--- config.mk ---
export PLATFORM = sky130hd
export DESIGN_NAME = lbc_dev_flat
export DESIGN_NICKNAME = d
export VERILOG_FILES = /design/src/include/lbc_pkg.sv /design/src/include/lbc_if.sv /design/src/design/lbc_dev.sv /design/src/flat_wrapper.sv
export SDC_FILE = /design/constraint.sdc
export NUM_CORES = 1
export LEC_CHECK = 0
export ABC_AREA = 1
export BUFFER_PORTS_ARGS = -buffer_cell sky130_fd_sc_hd__buf_2
export CELL_PAD_IN_SITES_DETAIL_PLACEMENT = 1
export CELL_PAD_IN_SITES_GLOBAL_PLACEMENT = 1
export CORE_MARGIN = 3
export CORE_UTILIZATION = 38
export CTS_BUF_LIST = sky130_fd_sc_hd__clkbuf_8
export CTS_CLUSTER_SIZE = 25
export DETAILED_ROUTE_END_ITERATION = 7
export PLACE_DENSITY_LB_ADDON = 0.1
export SYNTH_ARGS = -nofsm -noshare
export SYNTH_HDL_FRONTEND = slang
export SYNTH_SLANG_ARGS = --single-unit
export TNS_END_PERCENT = 10
--- constraint.sdc ---
create_clock -name clk -period 5.2 [get_ports clk]
set_input_delay 0 -clock clk [delete_from_list [all_inputs] [get_ports clk]]
set_output_delay 0 -clock clk [all_outputs]
set_load 0.05 [all_outputs]
--- src/include/lbc_pkg.sv ---
package lbc_pkg;
    // Address, data and select widths
    localparam int ADDR_W = 20;
    localparam int DATA_W = 16;
    localparam int PCS_N  = 5;
    localparam int MCS_N  = 4;

    // Upper region after reset
    localparam logic [19:0] UCS_RST_LO = 20'hFFC00;
    localparam logic [19:0] UCS_RST_HI = 20'hFFFFF;

    // Numerics error interrupt type
    localparam logic [7:0] NUM_ERR_TYPE = 8'h10;

    // Queue status codes
    localparam logic [1:0] QS_NONE  = 2'h0;
    localparam logic [1:0] QS_FIRST = 2'h1;
    localparam logic [1:0] QS_SUBSQ = 2'h3;
    localparam logic [1:0] QS_EMPTY = 2'h2;

    // Emulation test strap value (both selects low)
    localparam logic [1:0] EMU_STRAP = 2'h0;

    typedef enum logic [1:0] {
        LBC_MEM_RD,
        LBC_MEM_WR,
        LBC_IO_RD,
        LBC_IO_WR
    } lbc_kind_t;
endpackage : lbc_pkg

--- src/include/lbc_if.sv ---
`timescale 1ns/1ps
`default_nettype none
interface lbc_if;
    import lbc_pkg::*;
    // Bus control
    logic              write_strobe_n;
    logic              ale_qs_lo;
    logic              transceiver_enable_n;
    logic              transceiver_direction;
    logic              ctrl_oe;
    logic              lock_n;
    logic              lock_oe;
    logic [ADDR_W-1:0] addr;
    logic [DATA_W-1:0] data_out;
    logic              data_oe;
    logic [DATA_W-1:0] data_in;
    // Ready
    logic              async_ready_in;
    logic              sync_ready_in;
    // Hold
    logic              hold_request;
    logic              hold_acknowledge;
    // Selects and coprocessor lines
    logic              upper_region_select_n;
    logic              lower_region_select_n;
    logic [MCS_N-1:0]  mid_region_select_n;
    logic [PCS_N-1:0]  peripheral_selects_n;
    logic              coproc_transfer_request;
    logic              coproc_error_n;
    logic              coproc_select_n;

    modport dev (
        output write_strobe_n, ale_qs_lo, transceiver_enable_n, transceiver_direction,
        output ctrl_oe, lock_n, lock_oe, addr, data_out, data_oe, hold_acknowledge,
        output upper_region_select_n, lower_region_select_n, mid_region_select_n,
        output peripheral_selects_n, coproc_select_n,
        input  data_in, async_ready_in, sync_ready_in, hold_request,
        input  coproc_transfer_request, coproc_error_n
    );
    modport ext (
        input  write_strobe_n, ale_qs_lo, transceiver_enable_n, transceiver_direction,
        input  ctrl_oe, lock_n, lock_oe, addr, data_out, data_oe, hold_acknowledge,
        input  upper_region_select_n, lower_region_select_n, mid_region_select_n,
        input  peripheral_selects_n, coproc_select_n,
        output data_in, async_ready_in, sync_ready_in, hold_request,
        output coproc_transfer_request, coproc_error_n
    );
endinterface : lbc_if
`default_nettype wire

--- src/design/lbc_dev.sv ---
`timescale 1ns/1ps
`default_nettype none
module lbc_dev
    import lbc_pkg::*;
(
    // Clock and reset
    input  wire logic              clk,
    input  wire logic              reset,
    input  wire logic              clk_en,
    // Configuration
    input  wire logic              queue_mode,
    input  wire logic              numerics_mode,
    input  wire logic              mid_enable,
    input  wire logic              ucs_ignore_ready,
    input  wire logic [ADDR_W-1:0] ucs_lo,
    input  wire logic [ADDR_W-1:0] ucs_hi,
    input  wire logic              ucs_prog,
    input  wire logic              lcs_prog,
    input  wire logic [ADDR_W-1:0] lcs_hi,
    input  wire logic [ADDR_W-1:0] mcs_lo,
    input  wire logic [ADDR_W-1:0] mcs_hi,
    input  wire logic [ADDR_W-1:0] pcs_base,
    input  wire logic              pcs_enable,
    input  wire logic [ADDR_W-1:0] coproc_base,
    input  wire logic [1:0]        queue_status,
    input  wire logic              upper_strap,
    input  wire logic              lower_strap,
    // Core request
    input  wire logic              req_valid,
    input  wire lbc_kind_t         req_kind,
    input  wire logic [ADDR_W-1:0] req_addr,
    input  wire logic [DATA_W-1:0] req_wdata,
    input  wire logic              req_locked,
    input  wire logic              req_boundary,
    input  wire logic              num_start,
    // Core answer
    output logic                   req_ready,
    output logic                   done,
    output logic [DATA_W-1:0]      rdata,
    output logic                   num_irq,
    output logic [7:0]             num_irq_type,
    output logic                   emulation_float_test_mode,
    // Bus
    lbc_if.dev                     bus
);
    typedef enum logic [2:0] {S_IDLE, S_ADDR, S_DATA, S_END, S_HOLD, S_RESUME} lbc_state_t;
    lbc_state_t        state_r;
    lbc_kind_t         kind_r;
    logic [ADDR_W-1:0] addr_r;
    logic [DATA_W-1:0] wdata_r;
    logic              ign_r;
    logic [1:0]        async_ready_in_s_r;
    logic [1:0]        hold_s_r;
    logic [1:0]        err_s_r;
    logic              sync_ready_in_r;
    logic              locked_r;
    logic              is_wr;
    logic              is_mem;
    logic              in_ucs;
    logic              in_lcs;
    logic              in_mcs;
    logic [PCS_N-1:0]  in_pcs;
    logic              in_cop;
    logic [1:0]        strap_a_r;
    logic [1:0]        strap_b_r;

    // Input synchronisers
    always_ff @(posedge clk) begin
        if (reset) begin
            async_ready_in_s_r <= 2'h0;
            hold_s_r <= 2'h0;
            err_s_r  <= 2'h3;
        end else if (clk_en) begin
            async_ready_in_s_r <= {async_ready_in_s_r[0], bus.async_ready_in};
            hold_s_r <= {hold_s_r[0], bus.hold_request};
            err_s_r  <= {err_s_r[0], bus.coproc_error_n};
        end
    end
    always_ff @(posedge clk) begin
        if (reset) begin
            sync_ready_in_r <= 1'b0;
        end else if (clk_en) begin
            sync_ready_in_r <= bus.sync_ready_in;
        end
    end

    assign is_wr  = (kind_r == LBC_MEM_WR) || (kind_r == LBC_IO_WR);
    assign is_mem = (kind_r == LBC_MEM_RD) || (kind_r == LBC_MEM_WR);
    assign in_ucs = ucs_prog ? (addr_r >= ucs_lo && addr_r <= ucs_hi)
                             : (is_mem && addr_r >= UCS_RST_LO && addr_r <= UCS_RST_HI);
    assign in_lcs = lcs_prog && is_mem && (addr_r <= lcs_hi);
    assign in_mcs = mid_enable && is_mem && addr_r >= mcs_lo && addr_r <= mcs_hi;
    assign in_cop = numerics_mode && !is_mem && addr_r[ADDR_W-1:4] == coproc_base[ADDR_W-1:4];
    genvar gi;
    generate
        for (gi = 0; gi < PCS_N; gi++) begin : g_pcs
            assign in_pcs[gi] = pcs_enable && addr_r[ADDR_W-1:7] == pcs_base[ADDR_W-1:7]
                                && addr_r[6:4] == 3'(gi);
        end
    endgenerate

    // Bus cycle sequencer
    always_ff @(posedge clk) begin
        if (reset) begin
            state_r  <= S_IDLE;
            kind_r   <= LBC_MEM_RD;
            addr_r   <= '0;
            wdata_r  <= '0;
            ign_r    <= 1'b0;
            locked_r <= 1'b0;
            done     <= 1'b0;
            rdata    <= '0;
        end else if (clk_en) begin
            done <= 1'b0;
            unique case (state_r)
                S_IDLE: begin
                    if (hold_s_r[1] && req_boundary && !locked_r) begin
                        state_r <= S_HOLD;
                    end else if (req_valid) begin
                        kind_r   <= req_kind;
                        addr_r   <= req_addr;
                        wdata_r  <= req_wdata;
                        locked_r <= req_locked;
                        ign_r    <= ucs_ignore_ready;
                        state_r  <= S_ADDR;
                    end else if (req_boundary) begin
                        locked_r <= 1'b0;
                    end
                end
                S_ADDR: state_r <= S_DATA;
                S_DATA: begin
                    if (async_ready_in_s_r[1] || sync_ready_in_r || (ign_r && in_ucs)) begin
                        rdata   <= bus.data_in;
                        done    <= 1'b1;
                        state_r <= S_END;
                    end
                end
                S_END: state_r <= S_IDLE;
                S_HOLD: begin
                    if (!hold_s_r[1]) state_r <= S_RESUME;
                end
                S_RESUME: state_r <= S_IDLE;
            endcase
        end
    end

    // Registered pin drivers
    always_ff @(posedge clk) begin
        if (reset) begin
            bus.write_strobe_n        <= 1'b1;
            bus.ale_qs_lo             <= 1'b0;
            bus.transceiver_enable_n  <= 1'b1;
            bus.transceiver_direction <= 1'b0;
            bus.ctrl_oe               <= 1'b0;
            bus.lock_n                <= 1'b1;
            bus.lock_oe               <= 1'b0;
            bus.addr                  <= '0;
            bus.data_out              <= '0;
            bus.data_oe               <= 1'b0;
            bus.hold_acknowledge      <= 1'b0;
            bus.upper_region_select_n <= 1'b1;
            bus.lower_region_select_n <= 1'b1;
            bus.mid_region_select_n   <= '1;
            bus.peripheral_selects_n  <= '1;
            bus.coproc_select_n       <= 1'b1;
            req_ready                 <= 1'b0;
        end else if (clk_en) begin
            bus.hold_acknowledge <= (state_r == S_HOLD) && hold_s_r[1];
            bus.ctrl_oe          <= (state_r != S_HOLD);
            bus.lock_oe          <= (state_r != S_HOLD);
            bus.lock_n           <= !(locked_r && state_r != S_IDLE && state_r != S_HOLD);
            bus.addr             <= addr_r;
            bus.data_out         <= wdata_r;
            bus.data_oe          <= (state_r == S_DATA) && is_wr;
            if (queue_mode) begin
                bus.write_strobe_n <= queue_status[1];
                bus.ale_qs_lo      <= queue_status[0];
            end else begin
                bus.write_strobe_n <= !((state_r == S_DATA) && is_wr);
                bus.ale_qs_lo      <= (state_r == S_ADDR);
            end
            bus.transceiver_enable_n  <= !(state_r == S_DATA);
            bus.transceiver_direction <= is_wr;
            bus.upper_region_select_n <= !(state_r inside {S_ADDR, S_DATA} && in_ucs);
            bus.lower_region_select_n <= !(state_r inside {S_ADDR, S_DATA} && in_lcs);
            bus.peripheral_selects_n  <= ~(in_pcs & {PCS_N{state_r inside {S_ADDR, S_DATA}}});
            if (numerics_mode) begin
                // Pins 0, 1 and 3 are held high; pin 2 stays the mid-region select
                bus.mid_region_select_n <= {1'b1, !(state_r inside {S_ADDR, S_DATA} && in_mcs),
                                            2'h3};
                bus.coproc_select_n     <= !(state_r inside {S_ADDR, S_DATA} && in_cop);
            end else begin
                bus.mid_region_select_n <= ~{MCS_N{state_r inside {S_ADDR, S_DATA} && in_mcs}};
                bus.coproc_select_n     <= 1'b1;
            end
            req_ready <= (state_r == S_IDLE) && !hold_s_r[1];
        end
    end

    // Numerics error and emulation strap
    always_ff @(posedge clk) begin
        if (reset) begin
            num_irq      <= 1'b0;
            num_irq_type <= 8'h00;
        end else if (clk_en) begin
            num_irq      <= numerics_mode && num_start && !err_s_r[1];
            num_irq_type <= NUM_ERR_TYPE;
        end
    end
    always_ff @(posedge clk) begin
        if (clk_en) begin
            strap_a_r <= {upper_strap, lower_strap};
            strap_b_r <= strap_a_r;
        end
    end
    always_ff @(posedge clk) begin
        if (reset && clk_en) begin
            emulation_float_test_mode <= (strap_b_r == EMU_STRAP);
        end
    end
endmodule : lbc_dev
`default_nettype wire

--- src/flat_wrapper.sv ---
// flat-port wrapper written by rule: the top's interface ports become plain ports
module lbc_dev_flat import lbc_pkg::*;
  (clk, reset, clk_en, queue_mode, numerics_mode, mid_enable, ucs_ignore_ready, ucs_lo, ucs_hi, ucs_prog, lcs_prog, lcs_hi, mcs_lo, mcs_hi, pcs_base, pcs_enable, coproc_base, queue_status, upper_strap, lower_strap, req_valid, req_kind, req_addr, req_wdata, req_locked, req_boundary, num_start, req_ready, done, rdata, num_irq, num_irq_type, emulation_float_test_mode, bus_write_strobe_n, bus_ale_qs_lo, bus_transceiver_enable_n, bus_transceiver_direction, bus_ctrl_oe, bus_lock_n, bus_lock_oe, bus_addr, bus_data_out, bus_data_oe, bus_hold_acknowledge, bus_upper_region_select_n, bus_lower_region_select_n, bus_mid_region_select_n, bus_peripheral_selects_n, bus_coproc_select_n, bus_data_in, bus_async_ready_in, bus_sync_ready_in, bus_hold_request, bus_coproc_transfer_request, bus_coproc_error_n);
  lbc_if bus_i ();
  input  wire logic clk;
  input  wire logic reset;
  input  wire logic clk_en;
  input  wire logic queue_mode;
  input  wire logic numerics_mode;
  input  wire logic mid_enable;
  input  wire logic ucs_ignore_ready;
  input  wire logic [ADDR_W-1:0] ucs_lo;
  input  wire logic [ADDR_W-1:0] ucs_hi;
  input  wire logic ucs_prog;
  input  wire logic lcs_prog;
  input  wire logic [ADDR_W-1:0] lcs_hi;
  input  wire logic [ADDR_W-1:0] mcs_lo;
  input  wire logic [ADDR_W-1:0] mcs_hi;
  input  wire logic [ADDR_W-1:0] pcs_base;
  input  wire logic pcs_enable;
  input  wire logic [ADDR_W-1:0] coproc_base;
  input  wire logic [1:0] queue_status;
  input  wire logic upper_strap;
  input  wire logic lower_strap;
  input  wire logic req_valid;
  input  wire lbc_kind_t req_kind;
  input  wire logic [ADDR_W-1:0] req_addr;
  input  wire logic [DATA_W-1:0] req_wdata;
  input  wire logic req_locked;
  input  wire logic req_boundary;
  input  wire logic num_start;
  output logic req_ready;
  output logic done;
  output logic [DATA_W-1:0] rdata;
  output logic num_irq;
  output logic [7:0] num_irq_type;
  output logic emulation_float_test_mode;
  output wire logic [$bits(bus_i.write_strobe_n)-1:0] bus_write_strobe_n;
  output wire logic [$bits(bus_i.ale_qs_lo)-1:0] bus_ale_qs_lo;
  output wire logic [$bits(bus_i.transceiver_enable_n)-1:0] bus_transceiver_enable_n;
  output wire logic [$bits(bus_i.transceiver_direction)-1:0] bus_transceiver_direction;
  output wire logic [$bits(bus_i.ctrl_oe)-1:0] bus_ctrl_oe;
  output wire logic [$bits(bus_i.lock_n)-1:0] bus_lock_n;
  output wire logic [$bits(bus_i.lock_oe)-1:0] bus_lock_oe;
  output wire logic [$bits(bus_i.addr)-1:0] bus_addr;
  output wire logic [$bits(bus_i.data_out)-1:0] bus_data_out;
  output wire logic [$bits(bus_i.data_oe)-1:0] bus_data_oe;
  output wire logic [$bits(bus_i.hold_acknowledge)-1:0] bus_hold_acknowledge;
  output wire logic [$bits(bus_i.upper_region_select_n)-1:0] bus_upper_region_select_n;
  output wire logic [$bits(bus_i.lower_region_select_n)-1:0] bus_lower_region_select_n;
  output wire logic [$bits(bus_i.mid_region_select_n)-1:0] bus_mid_region_select_n;
  output wire logic [$bits(bus_i.peripheral_selects_n)-1:0] bus_peripheral_selects_n;
  output wire logic [$bits(bus_i.coproc_select_n)-1:0] bus_coproc_select_n;
  input wire logic [$bits(bus_i.data_in)-1:0] bus_data_in;
  input wire logic [$bits(bus_i.async_ready_in)-1:0] bus_async_ready_in;
  input wire logic [$bits(bus_i.sync_ready_in)-1:0] bus_sync_ready_in;
  input wire logic [$bits(bus_i.hold_request)-1:0] bus_hold_request;
  input wire logic [$bits(bus_i.coproc_transfer_request)-1:0] bus_coproc_transfer_request;
  input wire logic [$bits(bus_i.coproc_error_n)-1:0] bus_coproc_error_n;
  assign bus_write_strobe_n = bus_i.write_strobe_n;
  assign bus_ale_qs_lo = bus_i.ale_qs_lo;
  assign bus_transceiver_enable_n = bus_i.transceiver_enable_n;
  assign bus_transceiver_direction = bus_i.transceiver_direction;
  assign bus_ctrl_oe = bus_i.ctrl_oe;
  assign bus_lock_n = bus_i.lock_n;
  assign bus_lock_oe = bus_i.lock_oe;
  assign bus_addr = bus_i.addr;
  assign bus_data_out = bus_i.data_out;
  assign bus_data_oe = bus_i.data_oe;
  assign bus_hold_acknowledge = bus_i.hold_acknowledge;
  assign bus_upper_region_select_n = bus_i.upper_region_select_n;
  assign bus_lower_region_select_n = bus_i.lower_region_select_n;
  assign bus_mid_region_select_n = bus_i.mid_region_select_n;
  assign bus_peripheral_selects_n = bus_i.peripheral_selects_n;
  assign bus_coproc_select_n = bus_i.coproc_select_n;
  assign bus_i.data_in = bus_data_in;
  assign bus_i.async_ready_in = bus_async_ready_in;
  assign bus_i.sync_ready_in = bus_sync_ready_in;
  assign bus_i.hold_request = bus_hold_request;
  assign bus_i.coproc_transfer_request = bus_coproc_transfer_request;
  assign bus_i.coproc_error_n = bus_coproc_error_n;
  lbc_dev u_core (.clk(clk), .reset(reset), .clk_en(clk_en), .queue_mode(queue_mode), .numerics_mode(numerics_mode), .mid_enable(mid_enable), .ucs_ignore_ready(ucs_ignore_ready), .ucs_lo(ucs_lo), .ucs_hi(ucs_hi), .ucs_prog(ucs_prog), .lcs_prog(lcs_prog), .lcs_hi(lcs_hi), .mcs_lo(mcs_lo), .mcs_hi(mcs_hi), .pcs_base(pcs_base), .pcs_enable(pcs_enable), .coproc_base(coproc_base), .queue_status(queue_status), .upper_strap(upper_strap), .lower_strap(lower_strap), .req_valid(req_valid), .req_kind(req_kind), .req_addr(req_addr), .req_wdata(req_wdata), .req_locked(req_locked), .req_boundary(req_boundary), .num_start(num_start), .req_ready(req_ready), .done(done), .rdata(rdata), .num_irq(num_irq), .num_irq_type(num_irq_type), .emulation_float_test_mode(emulation_float_test_mode), .bus(bus_i));
endmodule
# [After elaboration in Yosys (flattened, before gate mapping)]
# Index checks and enable logic that the tools add are counted.
# W data, S select, Z words.
[word_totals] register_bits=131
[op_classes] n_lt_le_gt_ge=7 n_eq_ne=17 muxes=14 n_bitwise=4 reduce_logical=58
[ops] cell="$le A20 B20 Y1" n=3
[ops] cell="$ge A20 B20 Y1" n=2
[ops] cell="$logic_and A1 B1 Y1" n=31
[ops] cell="$ge A20 B20 Y1 const B" n=1
[ops] cell="$le A20 B20 Y1 const B" n=1
[ops] cell="$eq A16 B16 Y1" n=1
[ops] cell="$pmux W3 S5" n=1
[ops] cell="$eq A13 B13 Y1" n=1
[ops] cell="$eq A3 B2 Y1 const B" n=4
[ops] cell="$mux W3" n=4
[ops] cell="$reduce_and A4 Y1" n=3
[ops] cell="$logic_not A1 Y1" n=11
[ops] cell="$eq A3 B3 Y1 const B" n=3
[ops] cell="$mux W1" n=8
[ops] cell="$eq A3 B1 Y1 const B" n=2
[ops] cell="$logic_not A3 Y1" n=2
[ops] cell="$and A5 B5 Y5" n=1
[ops] cell="$not A5 Y5" n=1
[ops] cell="$logic_not A2 Y1" n=2
[ops] cell="$logic_or A1 B1 Y1" n=4
[ops] cell="$mux W4" n=1
[ops] cell="$not A4 Y4" n=1
[ops] cell="$reduce_bool A2 Y1" n=2
[ops] cell="$ne A3 B2 Y1 const B" n=1
[ops] cell="9 further kinds" n=9

# [Logic depth before layout (Yosys ltp)]
[depth] depth_word=9 depth_mapped=19 ltp_nobuf=19

# [Least setup slack after synthesis]
# Ideal clock, no wire load.
[synth_timing] path_type="reg2reg" startpoint="register u_core.addr_r[5]" endpoint="register u_core.rdata[10]" arrival_ns=1.861 required_time_ns=5.061 setup_slack_ns=3.200 path_stages_with_launch=19 n_path_buf=1 period_less_slack_ns=2.000 path_cell_list="dfxtp_1 ha_1 nand2_1 nand2_1 nand2_1 nand2_1 nand2_1 nand2_1 nand2_1 nand3_1 nand2_1 nand2_1 nand2_1 nand3_2 nand2_4 nand2_4 buf_12 nand2_2 a21oi_2"
[synth_via] elab_chain_len=7 word_cells_on_any_way=11 cone_classes="order compare: 4; mux: 1; reduce/logical: 6"
[synth_rtl] item="start: declaration" line="lbc_dev.sv:49" source="logic [ADDR_W-1:0] addr_r;"
[synth_rtl] item="start signal: assignment" line="lbc_dev.sv:121" source="addr_r <= req_addr;"
[synth_rtl] item="$ge A20 B20 Y1" line="lbc_dev.sv:90" source=": (is_mem && addr_r >= UCS_RST_LO && addr_r <= UCS_RST_HI);"
[synth_rtl] item="$logic_and A1 B1 Y1 (2 in series)" line="lbc_dev.sv:90"
[synth_rtl] item="$mux W1 *" line="lbc_dev.sv:89" source="assign in_ucs = ucs_prog ? (addr_r >= ucs_lo && addr_r <= ucs_hi)"
[synth_rtl] item="$logic_and A1 B1 Y1 *" line="lbc_dev.sv:132" source="if (async_ready_in_s_r[1] || sync_ready_in_r || (ign_r && in_ucs)) begin"
[synth_rtl] item="$logic_or A1 B1 Y1 *" line="lbc_dev.sv:132"
[synth_rtl] item="$reduce_and A3 Y1 (no line) *"
[synth_rtl] item="end signal: assignment" line="lbc_dev.sv:133" source="rdata <= bus.data_in;"
[synth_rtl] item="end: declaration" line="lbc_dev.sv:39" source="output logic [DATA_W-1:0] rdata,"
# Mark *: on every way between the ends. The rest lies on a longest branch, timed or not.
# A chain may end at the register's enable or synchronous reset.

# [Final worst setup path]
[layout_timing] startpoint="register u_core.state_r[0]" endpoint="register u_core.locked_r"
[layout_via] elab_chain_len=2
[layout_rtl] item="start: declaration" line="lbc_dev.sv:47" source="lbc_state_t state_r;"
[layout_rtl] item="start signal: assignment" line="lbc_dev.sv:105" source="state_r <= S_IDLE;"
[layout_rtl] item="start signal: assignment" line="lbc_dev.sv:118" source="state_r <= S_HOLD;"
[layout_rtl] item="start signal: assignment" line="lbc_dev.sv:125" source="state_r <= S_ADDR;"
[layout_rtl] item="$logic_not A3 Y1" line="lbc_dev.sv:115" source="unique case (state_r)"
[layout_rtl] item="$reduce_and A4 Y1 (no line)"
[layout_rtl] item="end signal: assignment" line="lbc_dev.sv:123" source="locked_r <= req_locked;"
[layout_rtl] item="end: declaration" line="lbc_dev.sv:56" source="logic locked_r;"
# Every way passes these cells.

==> results.txt <==
Overflow left after global routing: 0
RD Place Congestion: 0.838
DR vias: 8387
Area Growth Syn to Fin: 33.8%
Antenna violations before repair: 5
Fraction of layout instances using a drive strength above 1: 0.244
Gate Count Post-Synth: 1100
Port Buffers: 282
Post-route DRC violation count: 0
GR Util All Layers: 0.243
Part of the Yosys area used for sequential elements: 0.333
Critical Path Start Type: register
Die height: 150 um
Total Die Area: 22600 um2
Arrival time worst endpoint: 3.35 ns
Final total negative setup slack: 0 ns
Number of buffers on the longest clock path: 2
Clock-pin transition on the worst setup and hold timing paths: 0.08 ns
Overall routed net length: 27900 um
Pin count of the biggest net entering global routing: 84
Start-to-end type of the worst setup path: reg2reg
Number of H-tree levels: 4
Leakage Power: 5.56 nW
Min Hold Slack: 0.0517 ns
Library cell used as clock root buffer: sky130_fd_sc_hd__clkbuf_8
Reg power frac: 0.414
Number of buffers inserted by post-CTS setup repair: 0
CTS sink cnt: 129
Number of max-cap violations: 0
Final hold violations: 0
Kind of path behind the tightest hold check: in2reg
Setup crit start: u_core.state_r[0]
Final period utilization: 0.569
R2R Path Start: u_core.state_r[0]
Endpoint of the most critical register-to-register path: u_core.locked_r
Worst setup slack for register-to-register paths: 2.24 ns
Global-route wire length before repair: 43300 um
Switching share of total power: 0.366
Largest vdd supply drop: 0.159 mV
Routed Antenna Nets: 0
Total of warnings raised by yosys: 0
Cell count of the worst reg-to-reg path: 11
Via count of the first global-routing pass: 8595
Core Footprint: 20400 um2
Count of flip-flops with a built-in enable after synthesis: 5
Run status: finished, final reports clean
Number of distinct library cells after synthesis: 48
Setup repair after global routing missed its margin: false
Skew final: 0.0137 ns
Net switching component of the power: 0.00101 W
Chip Width: 150 um
Area of the mapped netlist: 7910 um2
Fill cell instance count of the final layout: 2694
Final critical path time including I/O delays and setup: 2.96 ns
IO Count: 302
Cell Pwr Density: 261 nW/um2
Actual slew at the worst max-slew pin: 0.887 ns
Element type at the critical path end: register
Fraction of power consumed by combinational cells: 0.276
FP Rows: 52
CTS tree: yes
Final count of negative-setup-slack endpoints: 0
Clock latency on the worst-skew pair: 0.45 ns
Number of nets in the final layout: 1752
Number of iterations in the first detailed-routing pass: 4
Clock power share: 0.310
Initial cell density of the core: 0.388
Syn Area/Cell: 7.19 um2
Rel. slew slack: 0.408
Commonest non-fill, non-tap cell in the layout: sky130_fd_sc_hd__buf_2
Highest-count cells in the layout ignoring fill and taps: sky130_fd_sc_hd__buf_2, sky130_fd_sc_hd__inv_1, sky130_fd_sc_hd__nor2_1, sky130_fd_sc_hd__nand2_1, sky130_fd_sc_hd__dfxtp_1
Flip-flop and latch count after synthesis: 129
Endpoint of the most critical setup path: u_core.locked_r
HPWL Detailed: 20800 um
Total internal power: 0.00175 W
Required @ worst endpoint: 5.59 ns
Detail-routed net length per standard cell: 16.2 um
Average vias per placed instance: 4.88
Largest driver fanout on the critical path: 56
Starting DRT DRC Count: 333
Total clock buffers created by CTS: 17
Fraction of registers with async set/reset: 0
Max-slew violation count: 0
Maximum clock frequency: 0.338 GHz
Predominant post-synthesis flop cell: sky130_fd_sc_hd__dfxtp_1
-- metrics by stage --
step                      cells  utilization  power, W  setup slack (ns)  cell area [um2]
after CTS                  1718        0.519   0.00280              2.22            10600
after global placement     1613        0.464   0.00186              2.44             9460
final                      1720        0.520   0.00277              2.24            10600
after floorplan            1106            -   0.00164              3.20             7930
after global routing       1720        0.520   0.00294              1.98            10600
after detailed placement   1613        0.464   0.00189              2.39             9460
-- flip-flops by register name, summed over array words and instances, names as in the netlist, 2 cells and up --
register / count
u_core.bus.addr: 20
u_core.async_ready_in_s_r: 2
u_core.addr_r: 20
u_core.err_s_r: 2
u_core.wdata_r: 16
u_core.hold_s_r: 2
u_core.rdata: 16
u_core.bus.mid_region_select_n: 2
u_core.state_r: 3
u_core.bus.data_out: 16
u_core.bus.peripheral_selects_n: 5
u_core.kind_r: 2
u_core.strap_b_r: 2
u_core.strap_a_r: 2
-- layer usage --
metal	vias up	track usage	routed length, um	part of all wire
li1	4252	-	-	-
met1	3859	0.298	12000	0.43
met2	221	0.422	13600	0.49
met3	49	0.0539	1580	0.057
met4	6	0.0801	723	0.026
met5	-	0	28	0.0010
-- power by group through the flow --
stage	registers (W)	clock network [W]	logic [W]
after floorplan	0.00125	0	0.000392
after global placement	0.00117	0	0.000696
after detailed placement	0.00117	0	0.000716
after CTS	0.00115	0.000884	0.000764
after global routing	0.00116	0.000923	0.000865
final	0.00115	0.000857	0.000763
-- worst min-delay path by stage --
stage | cells past startpoint | start | end | slack [ns]
3_3_place_gp | 1 | lower_strap | u_core.strap_a_r[0] | 0.18
5_1_grt | 6 | mid_enable | u_core.bus.mid_region_select_n[1] | 0.06
2_1_floorplan | 0 | lower_strap | u_core.strap_a_r[0] | 0.1
3_5_place_dp | 1 | upper_strap | u_core.strap_a_r[1] | 0.18
6_report | 6 | mid_enable | u_core.bus.mid_region_select_n[1] | 0.05
4_1_cts | 6 | pcs_enable | u_core.bus.peripheral_selects_n[4] | 0.03
-- kinds of logic after synthesis --
family / synth area share
flops: 0.333
buf+inv: 0.111
other cells: 0.000474
mux: 0.00127
simple gates: 0.216
fa+ha+maj: 0.158
xor+xnor: 0.0155
compound gates: 0.165
-- what timing repair did --
| item | 4_1_cts | 5_1_grt |
|---|---|---|
| resized for setup | 0 | 0 |
| hold buffers | 73 | 0 |
| endpoints found under the hold margin | 68 | 0 |
-- worst max-delay path, stage by stage (launching register included) --
cell,delay [ns]
sky130_fd_sc_hd__dfxtp_1,0.35
sky130_fd_sc_hd__nor2_1,0.16
sky130_fd_sc_hd__inv_1,0.09
sky130_fd_sc_hd__nor2_1,0.09
sky130_fd_sc_hd__inv_1,0.07
sky130_fd_sc_hd__nor2_1,0.19
sky130_fd_sc_hd__nand3_2,0.08
sky130_fd_sc_hd__buf_4,0.31
sky130_fd_sc_hd__inv_1,0.73
sky130_fd_sc_hd__nand2_1,0.11
sky130_fd_sc_hd__a21oi_1,0.15
sky130_fd_sc_hd__dlygate4sd3_1,0.56
-- final cells by class --
type,count,area [um2],area share
Timing Repair Buffer,359,2170,0.205
Inverter,164,616,0.0582
Clock buffer,18,248,0.0234
Tap cell,270,338,0.0319
Multi-Input combinational cell,764,4430,0.418
Clock inverter,14,144,0.0136
Sequential cell,129,2630,0.249
Antenna cell,2,5.00,0.000473
-- synthesized netlist by cell type (2+ instances only) --
master / instances / area (um2)
sky130_fd_sc_hd__xnor2_1: 3 / 26.3
sky130_fd_sc_hd__nand2_1: 151 / 567
sky130_fd_sc_hd__buf_4: 10 / 75.1
sky130_fd_sc_hd__a221oi_1: 2 / 17.5
sky130_fd_sc_hd__a21oi_1: 97 / 485
sky130_fd_sc_hd__a31oi_1: 3 / 18.8
sky130_fd_sc_hd__nand2_4: 2 / 22.5
sky130_fd_sc_hd__buf_2: 3 / 15.0
sky130_fd_sc_hd__a21oi_2: 9 / 78.8
sky130_fd_sc_hd__buf_1: 2 / 7.51
sky130_fd_sc_hd__nor4_1: 5 / 31.3
sky130_fd_sc_hd__nor2_2: 3 / 18.8
sky130_fd_sc_hd__inv_1: 164 / 616
sky130_fd_sc_hd__a211oi_1: 2 / 15.0
sky130_fd_sc_hd__nor3_1: 9 / 45.0
sky130_fd_sc_hd__nand3_1: 37 / 185
sky130_fd_sc_hd__nand4_1: 17 / 106
sky130_fd_sc_hd__nor2_1: 160 / 601
sky130_fd_sc_hd__ha_1: 100 / 1250
sky130_fd_sc_hd__xor2_1: 11 / 96.3
sky130_fd_sc_hd__a21o_1: 2 / 15.0
sky130_fd_sc_hd__or2_2: 6 / 37.5
sky130_fd_sc_hd__dfxtp_1: 124 / 2480
sky130_fd_sc_hd__clkbuf_1: 31 / 116
sky130_fd_sc_hd__o22ai_1: 3 / 18.8
sky130_fd_sc_hd__edfxtp_1: 5 / 150
sky130_fd_sc_hd__o211ai_1: 5 / 37.5
sky130_fd_sc_hd__o21ai_0: 106 / 531
sky130_fd_sc_hd__nand2_2: 9 / 56.3
Note: power is estimated with default switching activity, not from simulation.
